File: src/odfs_pkg.sv
// Package for the output driver fault supervisor: status bit positions,
// timing figures and widths. Assumes a 25 MHz core clock.
package odfs_pkg;

  // ----------------------------------------------------------------------
  // Clock and timing
  // ----------------------------------------------------------------------
  localparam int CLK_HZ          = 25000000;
  localparam int LOCKOUT_MS      = 250;
  localparam int LOCKOUT_CYC     = (CLK_HZ / 1000) * LOCKOUT_MS;
  localparam int PWM_MIN_HZ      = 33;
  localparam int PWM_MAX_HZ      = 4000;
  localparam int DITHER_MAX_HZ   = 250;
  localparam int DITHER_MAX_MA   = 500;
  localparam int PER_MAX_CYC     = CLK_HZ / PWM_MIN_HZ;
  localparam int PER_MIN_CYC     = CLK_HZ / PWM_MAX_HZ;
  localparam int DPER_MIN_CYC    = CLK_HZ / DITHER_MAX_HZ;

  // ----------------------------------------------------------------------
  // Widths
  // ----------------------------------------------------------------------
  localparam int CNT_W  = 20;
  localparam int DUTY_W = 16;
  localparam int CUR_W  = 16;
  localparam int LOCK_W = 24;

  // ----------------------------------------------------------------------
  // Status word layout
  // ----------------------------------------------------------------------
  localparam int STAT_W           = 9;
  localparam int BIT_TEMP_OPEN    = 3;
  localparam int BIT_OVERLOAD     = 4;
  localparam int BIT_BAD_MODE     = 5;
  localparam int BIT_SAFETY_FAIL  = 6;
  localparam int BIT_SWITCH_OFF   = 7;
  localparam int BIT_SUPPLY_RANGE = 8;

  typedef enum logic [1:0] {
    ODFS_MODE_OPEN,
    ODFS_MODE_CLOSED,
    ODFS_MODE_BAD0,
    ODFS_MODE_BAD1
  } odfs_mode_t;

  typedef enum logic [1:0] {
    ODFS_ARMED,
    ODFS_TRIPPED,
    ODFS_WAIT_ZERO
  } odfs_trip_t;
endpackage

File: src/odfs_pwm_gen.sv
// PWM core with triangular dither added to the level input.
// Assumes period and duty come from the same clock domain.
`timescale 1ns/1ps
module odfs_pwm_gen #(
  parameter int CW = odfs_pkg::CNT_W,
  parameter int DW = odfs_pkg::DUTY_W
) (
  input  wire logic          core_clk,
  input  wire logic          rstn,
  input  wire logic [CW-1:0] period,
  input  wire logic [DW-1:0] level,
  input  wire logic [DW-1:0] dither_amp,
  input  wire logic [CW-1:0] dither_step_cyc,
  input  wire logic          dither_en,
  output logic               pwm_q
);

  logic [CW-1:0] cnt_q;
  logic [CW-1:0] dcnt_q;
  logic          dup_q;
  logic [DW-1:0] dofs_q;
  logic [DW:0]   eff;
  logic [CW-1:0] per_eff;

  // Period is clamped to the 33 Hz to 4000 Hz window.
  always_comb
  begin
    per_eff = period;
    if (period > CW'(odfs_pkg::PER_MAX_CYC))
      per_eff = CW'(odfs_pkg::PER_MAX_CYC);
    if (period < CW'(odfs_pkg::PER_MIN_CYC))
      per_eff = CW'(odfs_pkg::PER_MIN_CYC);
  end

  always_ff @(posedge core_clk or negedge rstn)
  begin
    if (!rstn)
      cnt_q <= '0;
    else if (cnt_q >= per_eff - CW'(1))
      cnt_q <= '0;
    else
      cnt_q <= cnt_q + CW'(1);
  end

  // Dither walks one step per dither_step_cyc + 1 cycles; odfs_top floors dither_step_cyc at 100,
  // which keeps the dither under 250 Hz only for an amplitude of 495 or more.
  always_ff @(posedge core_clk or negedge rstn)
  begin
    if (!rstn)
    begin
      dcnt_q <= '0;
      dofs_q <= '0;
      dup_q  <= 1'b1;
    end
    else if (!dither_en)
    begin
      dcnt_q <= '0;
      dofs_q <= '0;
      dup_q  <= 1'b1;
    end
    else if (dcnt_q >= dither_step_cyc)
    begin
      dcnt_q <= '0;
      if (dup_q && dofs_q >= dither_amp)
        dup_q <= 1'b0;
      else if (!dup_q && dofs_q == '0)
        dup_q <= 1'b1;
      else if (dup_q)
        dofs_q <= dofs_q + DW'(1);
      else
        dofs_q <= dofs_q - DW'(1);
    end
    else
      dcnt_q <= dcnt_q + CW'(1);
  end

  always_comb
  begin
    eff = {1'b0, level} + {1'b0, dofs_q};
  end

  always_ff @(posedge core_clk or negedge rstn)
  begin
    if (!rstn)
      pwm_q <= 1'b0;
    else
      pwm_q <= (level != '0) && ((CW + 1)'(eff) > {1'b0, cnt_q});
  end
endmodule

File: src/odfs_top.sv
// Output driver fault supervisor: one protected PWM channel with fault
// flags, over-current latch and redundant supply switch lockout.
// Assumes analog comparisons arrive as pins and current samples as words.
//
// Summary of operation
// - Temperature/open-load flag clears only when commanded off and temperature valid.
// - Safety-layer failure flag clears only at power-on reset.
// - Switch-off flag clears after 250 ms off and output commanded off.
// - Supply flag clears only when supply back in range; host commands outputs off.
// - Two modes: open-loop duty and closed-loop current.
// - Open loop drives duty only; current sampled for monitoring.
// - Closed loop over-maximum current shuts output down and latches.
// - After over-current shutdown output stays unpowered at least 250 ms.
// - Latched output re-arms only after command returns to zero.
// - PWM frequency configurable from 33 Hz to 4000 Hz.
// - Optional stepped dither, step floored at 101 cycles; under 250 Hz only for amplitude 495 or more.
// - Output sourced through primary switch and redundant switch in series.
// - Redundant switch held off 250 ms before re-enable accepted.
// - Output sources only while redundant switch is enabled.
// - Switch states fed back: digital to secondary, current to primary.
`timescale 1ns/1ps
module odfs_top #(
  parameter int LOCKOUT_CYC = odfs_pkg::LOCKOUT_CYC,
  parameter int CW          = odfs_pkg::CNT_W,
  parameter int DW          = odfs_pkg::DUTY_W,
  parameter int IW          = odfs_pkg::CUR_W
) (
  input  wire logic                       core_clk,
  input  wire logic                       rstn,
  input  wire logic [1:0]                 mode_sel,
  input  wire logic                       digital_cfg,
  input  wire logic                       cmd_on,
  input  wire logic [DW-1:0]              cmd_level,
  input  wire logic [CW-1:0]              pwm_period,
  input  wire logic                       dither_en,
  input  wire logic [DW-1:0]              dither_amp,
  input  wire logic [CW-1:0]              dither_step_cyc,
  input  wire logic [IW-1:0]              meas_current,
  input  wire logic [IW-1:0]              max_current,
  input  wire logic                       trip_pin,
  input  wire logic                       trip_clear,
  input  wire logic                       temp_open_pin,
  input  wire logic                       temp_ok_pin,
  input  wire logic                       supply_bad_pin,
  input  wire logic                       safety_fail_pin,
  input  wire logic                       sec_switch_req,
  output logic                            drive_q,
  output logic                            sec_switch_q,
  output logic                            sec_switch_fb_q,
  output logic [IW-1:0]                   prim_current_fb_q,
  output logic [odfs_pkg::STAT_W-1:0]     status_q
);

  // ----------------------------------------------------------------------
  // Pin synchronisers
  // ----------------------------------------------------------------------
  localparam int NP = 6;
  logic [NP-1:0] pin_raw;
  logic [NP-1:0] s1_q;
  logic [NP-1:0] s2_q;
  assign pin_raw = {trip_pin, temp_open_pin, temp_ok_pin, supply_bad_pin,
                    safety_fail_pin, sec_switch_req};

  always_ff @(posedge core_clk or negedge rstn)
  begin
    if (!rstn)
    begin
      s1_q <= '0;
      s2_q <= '0;
    end
    else
    begin
      s1_q <= pin_raw;
      s2_q <= s1_q;
    end
  end

  logic trip_s, temp_open_s, temp_ok_s, supply_bad_s, safety_fail_s, sw_req_s;
  assign {trip_s, temp_open_s, temp_ok_s, supply_bad_s, safety_fail_s, sw_req_s} = s2_q;

  // ----------------------------------------------------------------------
  // Command decode
  // ----------------------------------------------------------------------
  logic cmd_zero;
  logic mode_bad;
  logic mode_closed;
  assign cmd_zero    = digital_cfg ? !cmd_on : (!cmd_on || cmd_level == '0);
  assign mode_bad    = mode_sel[1];
  assign mode_closed = (mode_sel == odfs_pkg::ODFS_MODE_CLOSED);

  // ----------------------------------------------------------------------
  // Redundant switch with 250 ms hold-off
  // ----------------------------------------------------------------------
  logic [odfs_pkg::LOCK_W-1:0] sw_cnt_q;
  logic                        sw_held;
  assign sw_held = (sw_cnt_q != '0);

  always_ff @(posedge core_clk or negedge rstn)
  begin
    if (!rstn)
    begin
      sec_switch_q <= 1'b0;
      sw_cnt_q     <= odfs_pkg::LOCK_W'(LOCKOUT_CYC);
    end
    else if (!sw_req_s)
    begin
      sec_switch_q <= 1'b0;
      if (sec_switch_q)
        sw_cnt_q <= odfs_pkg::LOCK_W'(LOCKOUT_CYC);
      else if (sw_held)
        sw_cnt_q <= sw_cnt_q - 1'b1;
    end
    else if (sw_held)
      sw_cnt_q <= sw_cnt_q - 1'b1;
    else if (status_q[odfs_pkg::BIT_SWITCH_OFF] && !cmd_zero)
      sec_switch_q <= 1'b0;
    else
      sec_switch_q <= 1'b1;
  end

  // ----------------------------------------------------------------------
  // Over-current latch and re-power lockout
  // ----------------------------------------------------------------------
  odfs_pkg::odfs_trip_t        trip_q;
  logic [odfs_pkg::LOCK_W-1:0] oc_cnt_q;
  logic                        over_max;
  assign over_max = mode_closed && drive_q && (meas_current > max_current);

  always_ff @(posedge core_clk or negedge rstn)
  begin
    if (!rstn)
    begin
      trip_q   <= odfs_pkg::ODFS_ARMED;
      oc_cnt_q <= '0;
    end
    else
    begin
      if (oc_cnt_q != '0)
        oc_cnt_q <= oc_cnt_q - 1'b1;
      unique case (trip_q)
        odfs_pkg::ODFS_ARMED:
          if (over_max || trip_s)
          begin
            trip_q   <= over_max ? odfs_pkg::ODFS_WAIT_ZERO : odfs_pkg::ODFS_TRIPPED;
            oc_cnt_q <= odfs_pkg::LOCK_W'(LOCKOUT_CYC);
          end
        odfs_pkg::ODFS_TRIPPED:
          if (trip_clear && !trip_s)
            trip_q <= odfs_pkg::ODFS_ARMED;
        odfs_pkg::ODFS_WAIT_ZERO:
          if (cmd_zero && oc_cnt_q == '0)
            trip_q <= odfs_pkg::ODFS_ARMED;
      endcase
    end
  end

  // ----------------------------------------------------------------------
  // Fault flags, sticky except bad mode, switch-off and supply range; a set always beats a clear
  // ----------------------------------------------------------------------
  logic [odfs_pkg::STAT_W-1:0] set_v;
  logic [odfs_pkg::STAT_W-1:0] clr_v;
  always_comb
  begin
    set_v = '0;
    clr_v = '0;
    set_v[odfs_pkg::BIT_TEMP_OPEN]    = temp_open_s;
    clr_v[odfs_pkg::BIT_TEMP_OPEN]    = cmd_zero && temp_ok_s;
    set_v[odfs_pkg::BIT_OVERLOAD]     = trip_q == odfs_pkg::ODFS_ARMED && (over_max || trip_s);
    clr_v[odfs_pkg::BIT_OVERLOAD]     = trip_q == odfs_pkg::ODFS_ARMED;
    set_v[odfs_pkg::BIT_BAD_MODE]     = mode_bad;
    clr_v[odfs_pkg::BIT_BAD_MODE]     = 1'b1;
    set_v[odfs_pkg::BIT_SAFETY_FAIL]  = safety_fail_s;
    set_v[odfs_pkg::BIT_SWITCH_OFF]   = !sec_switch_q;
    clr_v[odfs_pkg::BIT_SWITCH_OFF]   = sec_switch_q;
    set_v[odfs_pkg::BIT_SUPPLY_RANGE] = supply_bad_s;
    clr_v[odfs_pkg::BIT_SUPPLY_RANGE] = 1'b1;
  end

  always_ff @(posedge core_clk or negedge rstn)
  begin
    if (!rstn)
      status_q <= '0;
    else
      status_q <= set_v | (status_q & ~clr_v);
  end

  // ----------------------------------------------------------------------
  // Drive path
  // ----------------------------------------------------------------------
  logic pwm_raw;
  logic enable;
  assign enable = !cmd_zero && !mode_bad && trip_q == odfs_pkg::ODFS_ARMED
                  && oc_cnt_q == '0 && !status_q[odfs_pkg::BIT_SAFETY_FAIL]
                  && !status_q[odfs_pkg::BIT_TEMP_OPEN]
                  && !status_q[odfs_pkg::BIT_SUPPLY_RANGE];

  // In closed loop the level is a current target; the crude bang-bang
  // regulator trades ripple for area, open loop ignores current.
  logic [DW-1:0] reg_level;
  assign reg_level = !mode_closed ? cmd_level :
                     (IW'(meas_current) < IW'(cmd_level) ? {DW{1'b1}} : '0);

  odfs_pwm_gen #(
    .CW (CW),
    .DW (DW)
  ) u_pwm (
    .core_clk        (core_clk),
    .rstn            (rstn),
    .period          (pwm_period),
    .level           (digital_cfg ? {DW{1'b1}} : reg_level),
    .dither_amp      (dither_amp),
    .dither_step_cyc (dither_step_cyc < CW'(odfs_pkg::DPER_MIN_CYC / (2 * odfs_pkg::DITHER_MAX_MA))
                      ? CW'(odfs_pkg::DPER_MIN_CYC / (2 * odfs_pkg::DITHER_MAX_MA))
                      : dither_step_cyc),
    .dither_en       (dither_en && !digital_cfg),
    .pwm_q           (pwm_raw)
  );

  always_ff @(posedge core_clk or negedge rstn)
  begin
    if (!rstn)
    begin
      drive_q           <= 1'b0;
      sec_switch_fb_q   <= 1'b0;
      prim_current_fb_q <= '0;
    end
    else
    begin
      drive_q           <= pwm_raw && enable && sec_switch_q;
      sec_switch_fb_q   <= sec_switch_q;
      prim_current_fb_q <= meas_current;
    end
  end
endmodule

File: config.mk
export PLATFORM = sky130hd
export DESIGN_NAME = odfs_top
export DESIGN_NICKNAME = d
export VERILOG_FILES = /design/src/odfs_pkg.sv /design/src/odfs_pwm_gen.sv /design/src/odfs_top.sv
export SDC_FILE = /design/constraint.sdc
export NUM_CORES = 1
export LEC_CHECK = 0
export BUFFER_PORTS_ARGS = -buffer_cell sky130_fd_sc_hd__buf_2
export CORE_MARGIN = 2
export CORE_UTILIZATION = 32
export DETAILED_ROUTE_END_ITERATION = 16
export PLACE_DENSITY = 0.46
export SETUP_SLACK_MARGIN = 0.5
export SKIP_CTS_REPAIR_TIMING = 1
export SYNTH_ARGS = -nofsm -noshare
export SYNTH_HDL_FRONTEND = slang
export SYNTH_SLANG_ARGS = --single-unit
export TNS_END_PERCENT = 10
File: constraint.sdc
create_clock -name core_clk -period 4 [get_ports core_clk]
set_clock_uncertainty 0.2 [all_clocks]
set_input_delay 0.8 -clock core_clk [delete_from_list [all_inputs] [get_ports core_clk]]
set_output_delay 0.8 -clock core_clk [all_outputs]
set_load 0.01 [all_outputs]
==> results of run 1 <==
## metrics by stage
step | hold WS, ns | area, µm² | power [mW]
2_1_floorplan | 0.131 | 10800 | 2.37
3_3_place_gp | 0.133 | 13000 | 2.79
3_5_place_dp | 0.135 | 13000 | 2.81
4_1_cts | 0.0851 | 13600 | 4.52
5_1_grt | 0.0970 | 14100 | 4.78
6_report | 0.0762 | 14100 | 4.49
## sequential cells by signal, summed over array words and instances, names as in the netlist, 2 cells and up, named ones only
register,flops
status_q,5
trip_q,2
u_pwm.dofs_q,16
sw_cnt_q,24
u_pwm.cnt_q,20
prim_current_fb_q,16
u_pwm.dcnt_q,20
oc_cnt_q,24
s1_q,6
s2_q,6
## cell type report
class / instances / area (µm²)
clock buffers: 20 / 457
clock inverters: 12 / 144
fillers: 3288 / 18700
inverters: 111 / 422
multi-input cells: 930 / 6990
flip-flops and latches: 145 / 3640
well taps: 442 / 553
repair buffers: 285 / 1880
## logic make-up (layout without fill, tap and decap cells)
kind of cell / Yosys count / count (layout) / synth area share [%]
AOI/OAI and AO/OA: 234 / 234 / 13.9
buffers and inverters: 134 / 428 / 4.81
xor gates and xnor gates: 105 / 105 / 8.59
DFF: 145 / 145 / 34.0
other: 1 / 3 / 0.0350
adders and majority gates: 149 / 149 / 17.5
muxes: 4 / 4 / 0.386
and+or+nand+nor: 435 / 435 / 20.7
## routing by layer
layer	GRT usage [%]	wire [µm]	vias to the layer above
met3	3.28	1030	35
met5	0	11	-
met1	23.4	14500	4404
li1	-	-	4839
met2	28.2	13700	154
met4	6.14	758	2
## final timing paths
check                                 from  slack (ns)        endpoint
max                        meas_current[9]       -0.95     u_pwm.pwm_q
min                                   rstn        0.08  u_pwm.cnt_q[7]
max reg2reg                u_pwm.dofs_q[0]        0.45     u_pwm.pwm_q
min reg2reg                        s1_q[1]        0.15         s2_q[1]
max in group asynchronous             rstn        2.66    oc_cnt_q[19]
min in group core_clk              s1_q[1]        0.15         s2_q[1]
## cells in the final DEF (no fill, tap or decap), types with 25 or more instances in the layout
cell and instances:
buf_4 132, a21oi_1 57, nor4_1 30, nand3_1 33, ha_1 141, nor3_1 32, inv_1 109, xnor2_1 66
o21ai_0 45, a21o_1 25, dfrtp_1 132, buf_2 138, xor2_1 39, nand4_1 28, nand2_1 89, nor2_1 97
## where the power goes
| group | switching, mW | internal (mW) | total, mW |
|---|---|---|---|
| sequential | 0.118 | 1.61 | 1.73 |
| combinational | 0.584 | 0.497 | 1.08 |
| clock | 0.717 | 0.968 | 1.68 |
==> flow_metrics.tcl, run 1 <==
set metrics [dict create \
    track_usage_pct 17.5 \
    initial_core_util_pct 32.7 \
    core_area_um2 32800 \
    period_share_pct 124 \
    place.detailed.hpwl_um 23900 \
    synth-edff-count 0 \
    crit_arrival_ns 5.07 \
    synthTopCellsByArea "dfrtp_1 31%, ha_1 17%, xnor2_1 5.4%" \
    synth_most_common_cell "ha_1" \
    area_delta_synth_final_pct 31.6 \
    grt_pass1_vias 9431 \
    clock-root-buffer "clkbuf_16" \
    drc_errors 0 \
    rows 66 \
    die_w_um 187 \
    ys_ff_latch 145 \
    nets 1757 \
    syn_area_um2 10700 \
    drive_gt1_share_pct 27.3 \
    clk_latency_ns 0.44 \
    io_pins 146 \
    vias 9434 \
    dr.pass1.iters 4 \
    dieHeight_um 187 \
    htreeDepth 4 \
    dp_slack_ns -1.48 \
    ir_worst_vdd_mv 0.297 \
    dpl.cell_count 1906 \
    stdcell_count 1945 \
    status "finished, violations left" \
    hold_viol_final 0 \
    crit_buf_inv 3 \
    syn_inst 1207 \
    yosys-top-cells-count "147 x ha_1, 132 x dfrtp_1, 117 x nor2_1, 111 x inv_1, 91 x nand2_1" \
    yosys.area.top_type "dfrtp_1" \
    vias_per_cell 4.85 \
    first_iter_violations 333 \
    finalCriticalPeriod_ns 4.95 \
    ys_async_sr_fraction_pct 100 \
    rr_worst_depth 16 \
    tightest_slew_ns 0.898 \
    ys_types 66 \
    diodes 0 \
    cts_buffers 17 \
    setup_slack_ns -0.950 \
    critical_path_depth 26 \
    fmax_mhz 202 \
    required_ns 4.12 \
    drv_cap 0 \
    antenna_found_initial 1 \
    critical_path_class "in2reg" \
    slowest_stage "or4_1" \
    hp-class "in2async" \
    cts_tree "built" \
    cpLargestDelayFamily "simple AND/OR/NAND/NOR gates" \
    numPortBuffers 142 \
    final_core_util_pct 43.0 \
    grt_pass1_wl_um 48800 \
    cts.sinks 145 \
    grt_max_degree 71 \
    setup_viol 21 \
    clkTransAtPathRegs_ns 0.07 \
    grt_overflow 0 \
    yosysSeqAreaShare_pct 34.0 \
    rsz0062_at_grt "true" \
    yosys.area.top_type_share_pct 30.8 \
    synth_warnings 0 \
    maxSlewHeadroom_pct 39.9 \
    syn_avg_cell_area_um2 8.87 \
    cp_max_fo 7 \
    gp_congestion 0.855 \
    violations "setup timing" \
    dieArea_um2 34900 \
    p_leak_nw 6.73 \
    ant_nets 0 \
    cts_buffer_depth 2 \
    power.density_nw_per_um2 319 \
    ys.flop_type "dfrtp_1" \
    slew_viol_final 0 \
    max_stage_delay_ns 0.52 \
    tns_ns -4.98 \
    wl_per_cell_um 15.4 \
    wirelength_um 30000 \
    startpoint_type "input pin" \
    crit_path_end_kind "flip-flop" \
]
Power figures use the tool's default switching activity.
==> run 2: changes to the inputs <==
Settings changed: SYNTH_HIERARCHICAL set to 1.
==> run 2 against run 1 <==
  * Clock power fell by 2%
  * Via count rose by 3.8%
  * The run still ends with setup timing left
  * Fmax rose by 3.8%
  * Global-route usage barely moved
  * Sequential share of layout area fell by 0.88 points
==> flow_metrics.tcl, run 2 <==
set metrics [dict create \
    numPortBuffers 142 \
    cts.sinks 145 \
    final_core_util_pct 42.6 \
    io_pins 146 \
    r2r_slack_ns 0.52 \
    cts_buffer_depth 2 \
    worstHoldStart "s2_q[2]" \
    htreeDepth 4 \
    ys_types 77 \
    p_leak_nw 6.83 \
    slew_viol_final 0 \
    r2r_end "u_pwm/dofs_q[15]" \
    startpoint_type "input pin" \
    tightest_slew_ns 0.971 \
    grt_pass1_wl_um 50600 \
    dp_slack_ns -1.47 \
    dieHeight_um 190 \
    slowest_stage "a2111oi_4" \
    layout_common_cells "143 x buf_4, 134 x buf_2, 132 x dfrtp_1, 129 x ha_1, 120 x nor2_1" \
    syn_avg_cell_area_um2 8.76 \
    hold_depth 0 \
    crit_buf_inv 5 \
    grt_max_degree 68 \
    antenna_found_initial 3 \
    vias_per_cell 4.89 \
    cp_max_fo 4 \
    wirelength_um 31300 \
    vias 9797 \
    hold_viol_final 0 \
    rsz0062_at_grt "true" \
    drive_gt1_share_pct 28.6 \
    yosys-top-cells-count "144 x ha_1, 132 x dfrtp_1, 129 x nor2_1, 115 x inv_1, 97 x nand2_1" \
    ys_ff_latch 145 \
    clk_latency_ns 0.43 \
    ys.flop_type "dfrtp_1" \
    yosys.area.top_type "dfrtp_1" \
    cts_tree "built" \
    grt_pass1_vias 9729 \
    power.density_nw_per_um2 367 \
    wl_per_cell_um 15.6 \
    setup_viol 21 \
    violations "setup timing" \
    worstSetupStartpoint "cmd_level[10]" \
    rows 68 \
    rr_worst_depth 9 \
    first_iter_violations 377 \
    syn_area_um2 11000 \
    max_stage_delay_ns 0.41 \
    place.detailed.hpwl_um 24900 \
    core_area_um2 34300 \
    ant_nets 0 \
    gp_congestion 0.814 \
    grt_overflow 0 \
    critical_path_class "in2reg" \
    min_to "status_q[8]" \
    period_share_pct 119 \
    drv_cap 0 \
    worstReg2RegStart "u_pwm/dup_q" \
    synth-edff-count 0 \
    cts_buffers 17 \
    crit_arrival_ns 4.87 \
    tns_ns -11.07 \
    status "finished, violations left" \
    ir_worst_vdd_mv 0.269 \
    yosys.area.top_type_share_pct 29.9 \
    synth_most_common_cell "ha_1" \
    synthTopCellsByArea "dfrtp_1 30%, ha_1 16%, xnor2_1 5.2%" \
    cpLargestDelayFamily "compound AO/OA/AOI/OAI gates" \
    dr.pass1.iters 5 \
    ys_async_sr_fraction_pct 100 \
    clkTransAtPathRegs_ns 0.06 \
    setup_slack_ns -0.769 \
    clock-root-buffer "clkbuf_16" \
    syn_inst 1261 \
    crit_path_end_kind "flip-flop" \
    initial_core_util_pct 32.2 \
    drc_errors 0 \
    die_w_um 190 \
    finalPower_mw 5.36 \
    reg.largest.list "oc_cnt_q (24), sw_cnt_q (24)" \
    dieArea_um2 36000 \
    required_ns 4.10 \
    hp-class "reg2reg" \
    yosysSeqAreaShare_pct 33.0 \
    synth_warnings 6 \
    track_usage_pct 17.5 \
    layout_commonest_cell "buf_4" \
    fmax_mhz 210 \
    nets 1795 \
    cp_cell_sequence "buf_6, inv_4, ha_4, and3_4, a221oi_4, nor2_2, a2111oi_4, o21ai_4, buf_4, nand2_2, ha_4, buf_4, inv_1, o21ai_2, nand3_2, a31oi_4, o41ai_4, xnor2_1, ha_1, and3_4, a221o_1, a21oi_1, a21oi_1" \
    maxSlewHeadroom_pct 35.1 \
    area_delta_synth_final_pct 32.1 \
    finalCriticalPeriod_ns 4.77 \
]
[run 2: cell types whose count changed after synthesis, moves of 7 or more]
cell	delta
nand3_1	+15
a22o_1	-12
nor2_1	+12
clkbuf_1	+9
nor4_1	-9
nor3_1	-8
xor2_1	+8
a22oi_1	+7
buf_2	+7
[run 2: metal layers]
layer	global-route usage (%)	share of wire (%)
met1	24.2	49
met3	3.58	3.2
met5	0	0.022
met2	28.7	47
met4	2.77	0.52
[run 2: how the worst max path moves through the flow]
stage,end,slack (ns),cells after the start
finish,u_pwm/pwm_q,-0.77,23
global route,u_pwm/pwm_q,-0.95,24
CTS,u_pwm/pwm_q,-1.02,22
detailed placement,u_pwm/pwm_q,-1.47,22
global placement,u_pwm/pwm_q,-1.31,22
floorplan,u_pwm/pwm_q,-0.82,21
[run 2: stage by stage]
step | area (µm²) | hold WS, ns | std cells
global route | 14600 | 0.154 | 1999
global placement | 13300 | 0.132 | 1958
detailed placement | 13300 | 0.135 | 1958
finish | 14600 | 0.148 | 2002
floorplan | 11200 | 0.131 | 1263
CTS | 13900 | 0.150 | 1990
[run 2: power by group]
part,switching (mW),total (mW),internal (mW)
Clock,0.645,1.64,0.998
Sequential,0.257,1.99,1.74
Combinational,0.902,1.73,0.824
[run 2: layout make-up]
class,count,area [µm²]
antenna,3,7.51
sequential,145,3640
tap,455,569
clock inverter,10,139
inverter,115,440
fill,3408,19700
clock buffer,22,454
timing repair buffer,290,1920
multi-input combinational,962,7410
[run 2: cells by family after synthesis]
family	synth area share, %
AND/OR/NAND/NOR	21.2
adder cells (fa/ha/maj)	16.7
XOR/XNOR	8.96
AO/OA/AOI/OAI	14.4
other	0.0339
multiplexers	0.0906
buffers and inverters	5.67
flip-flops	33.0
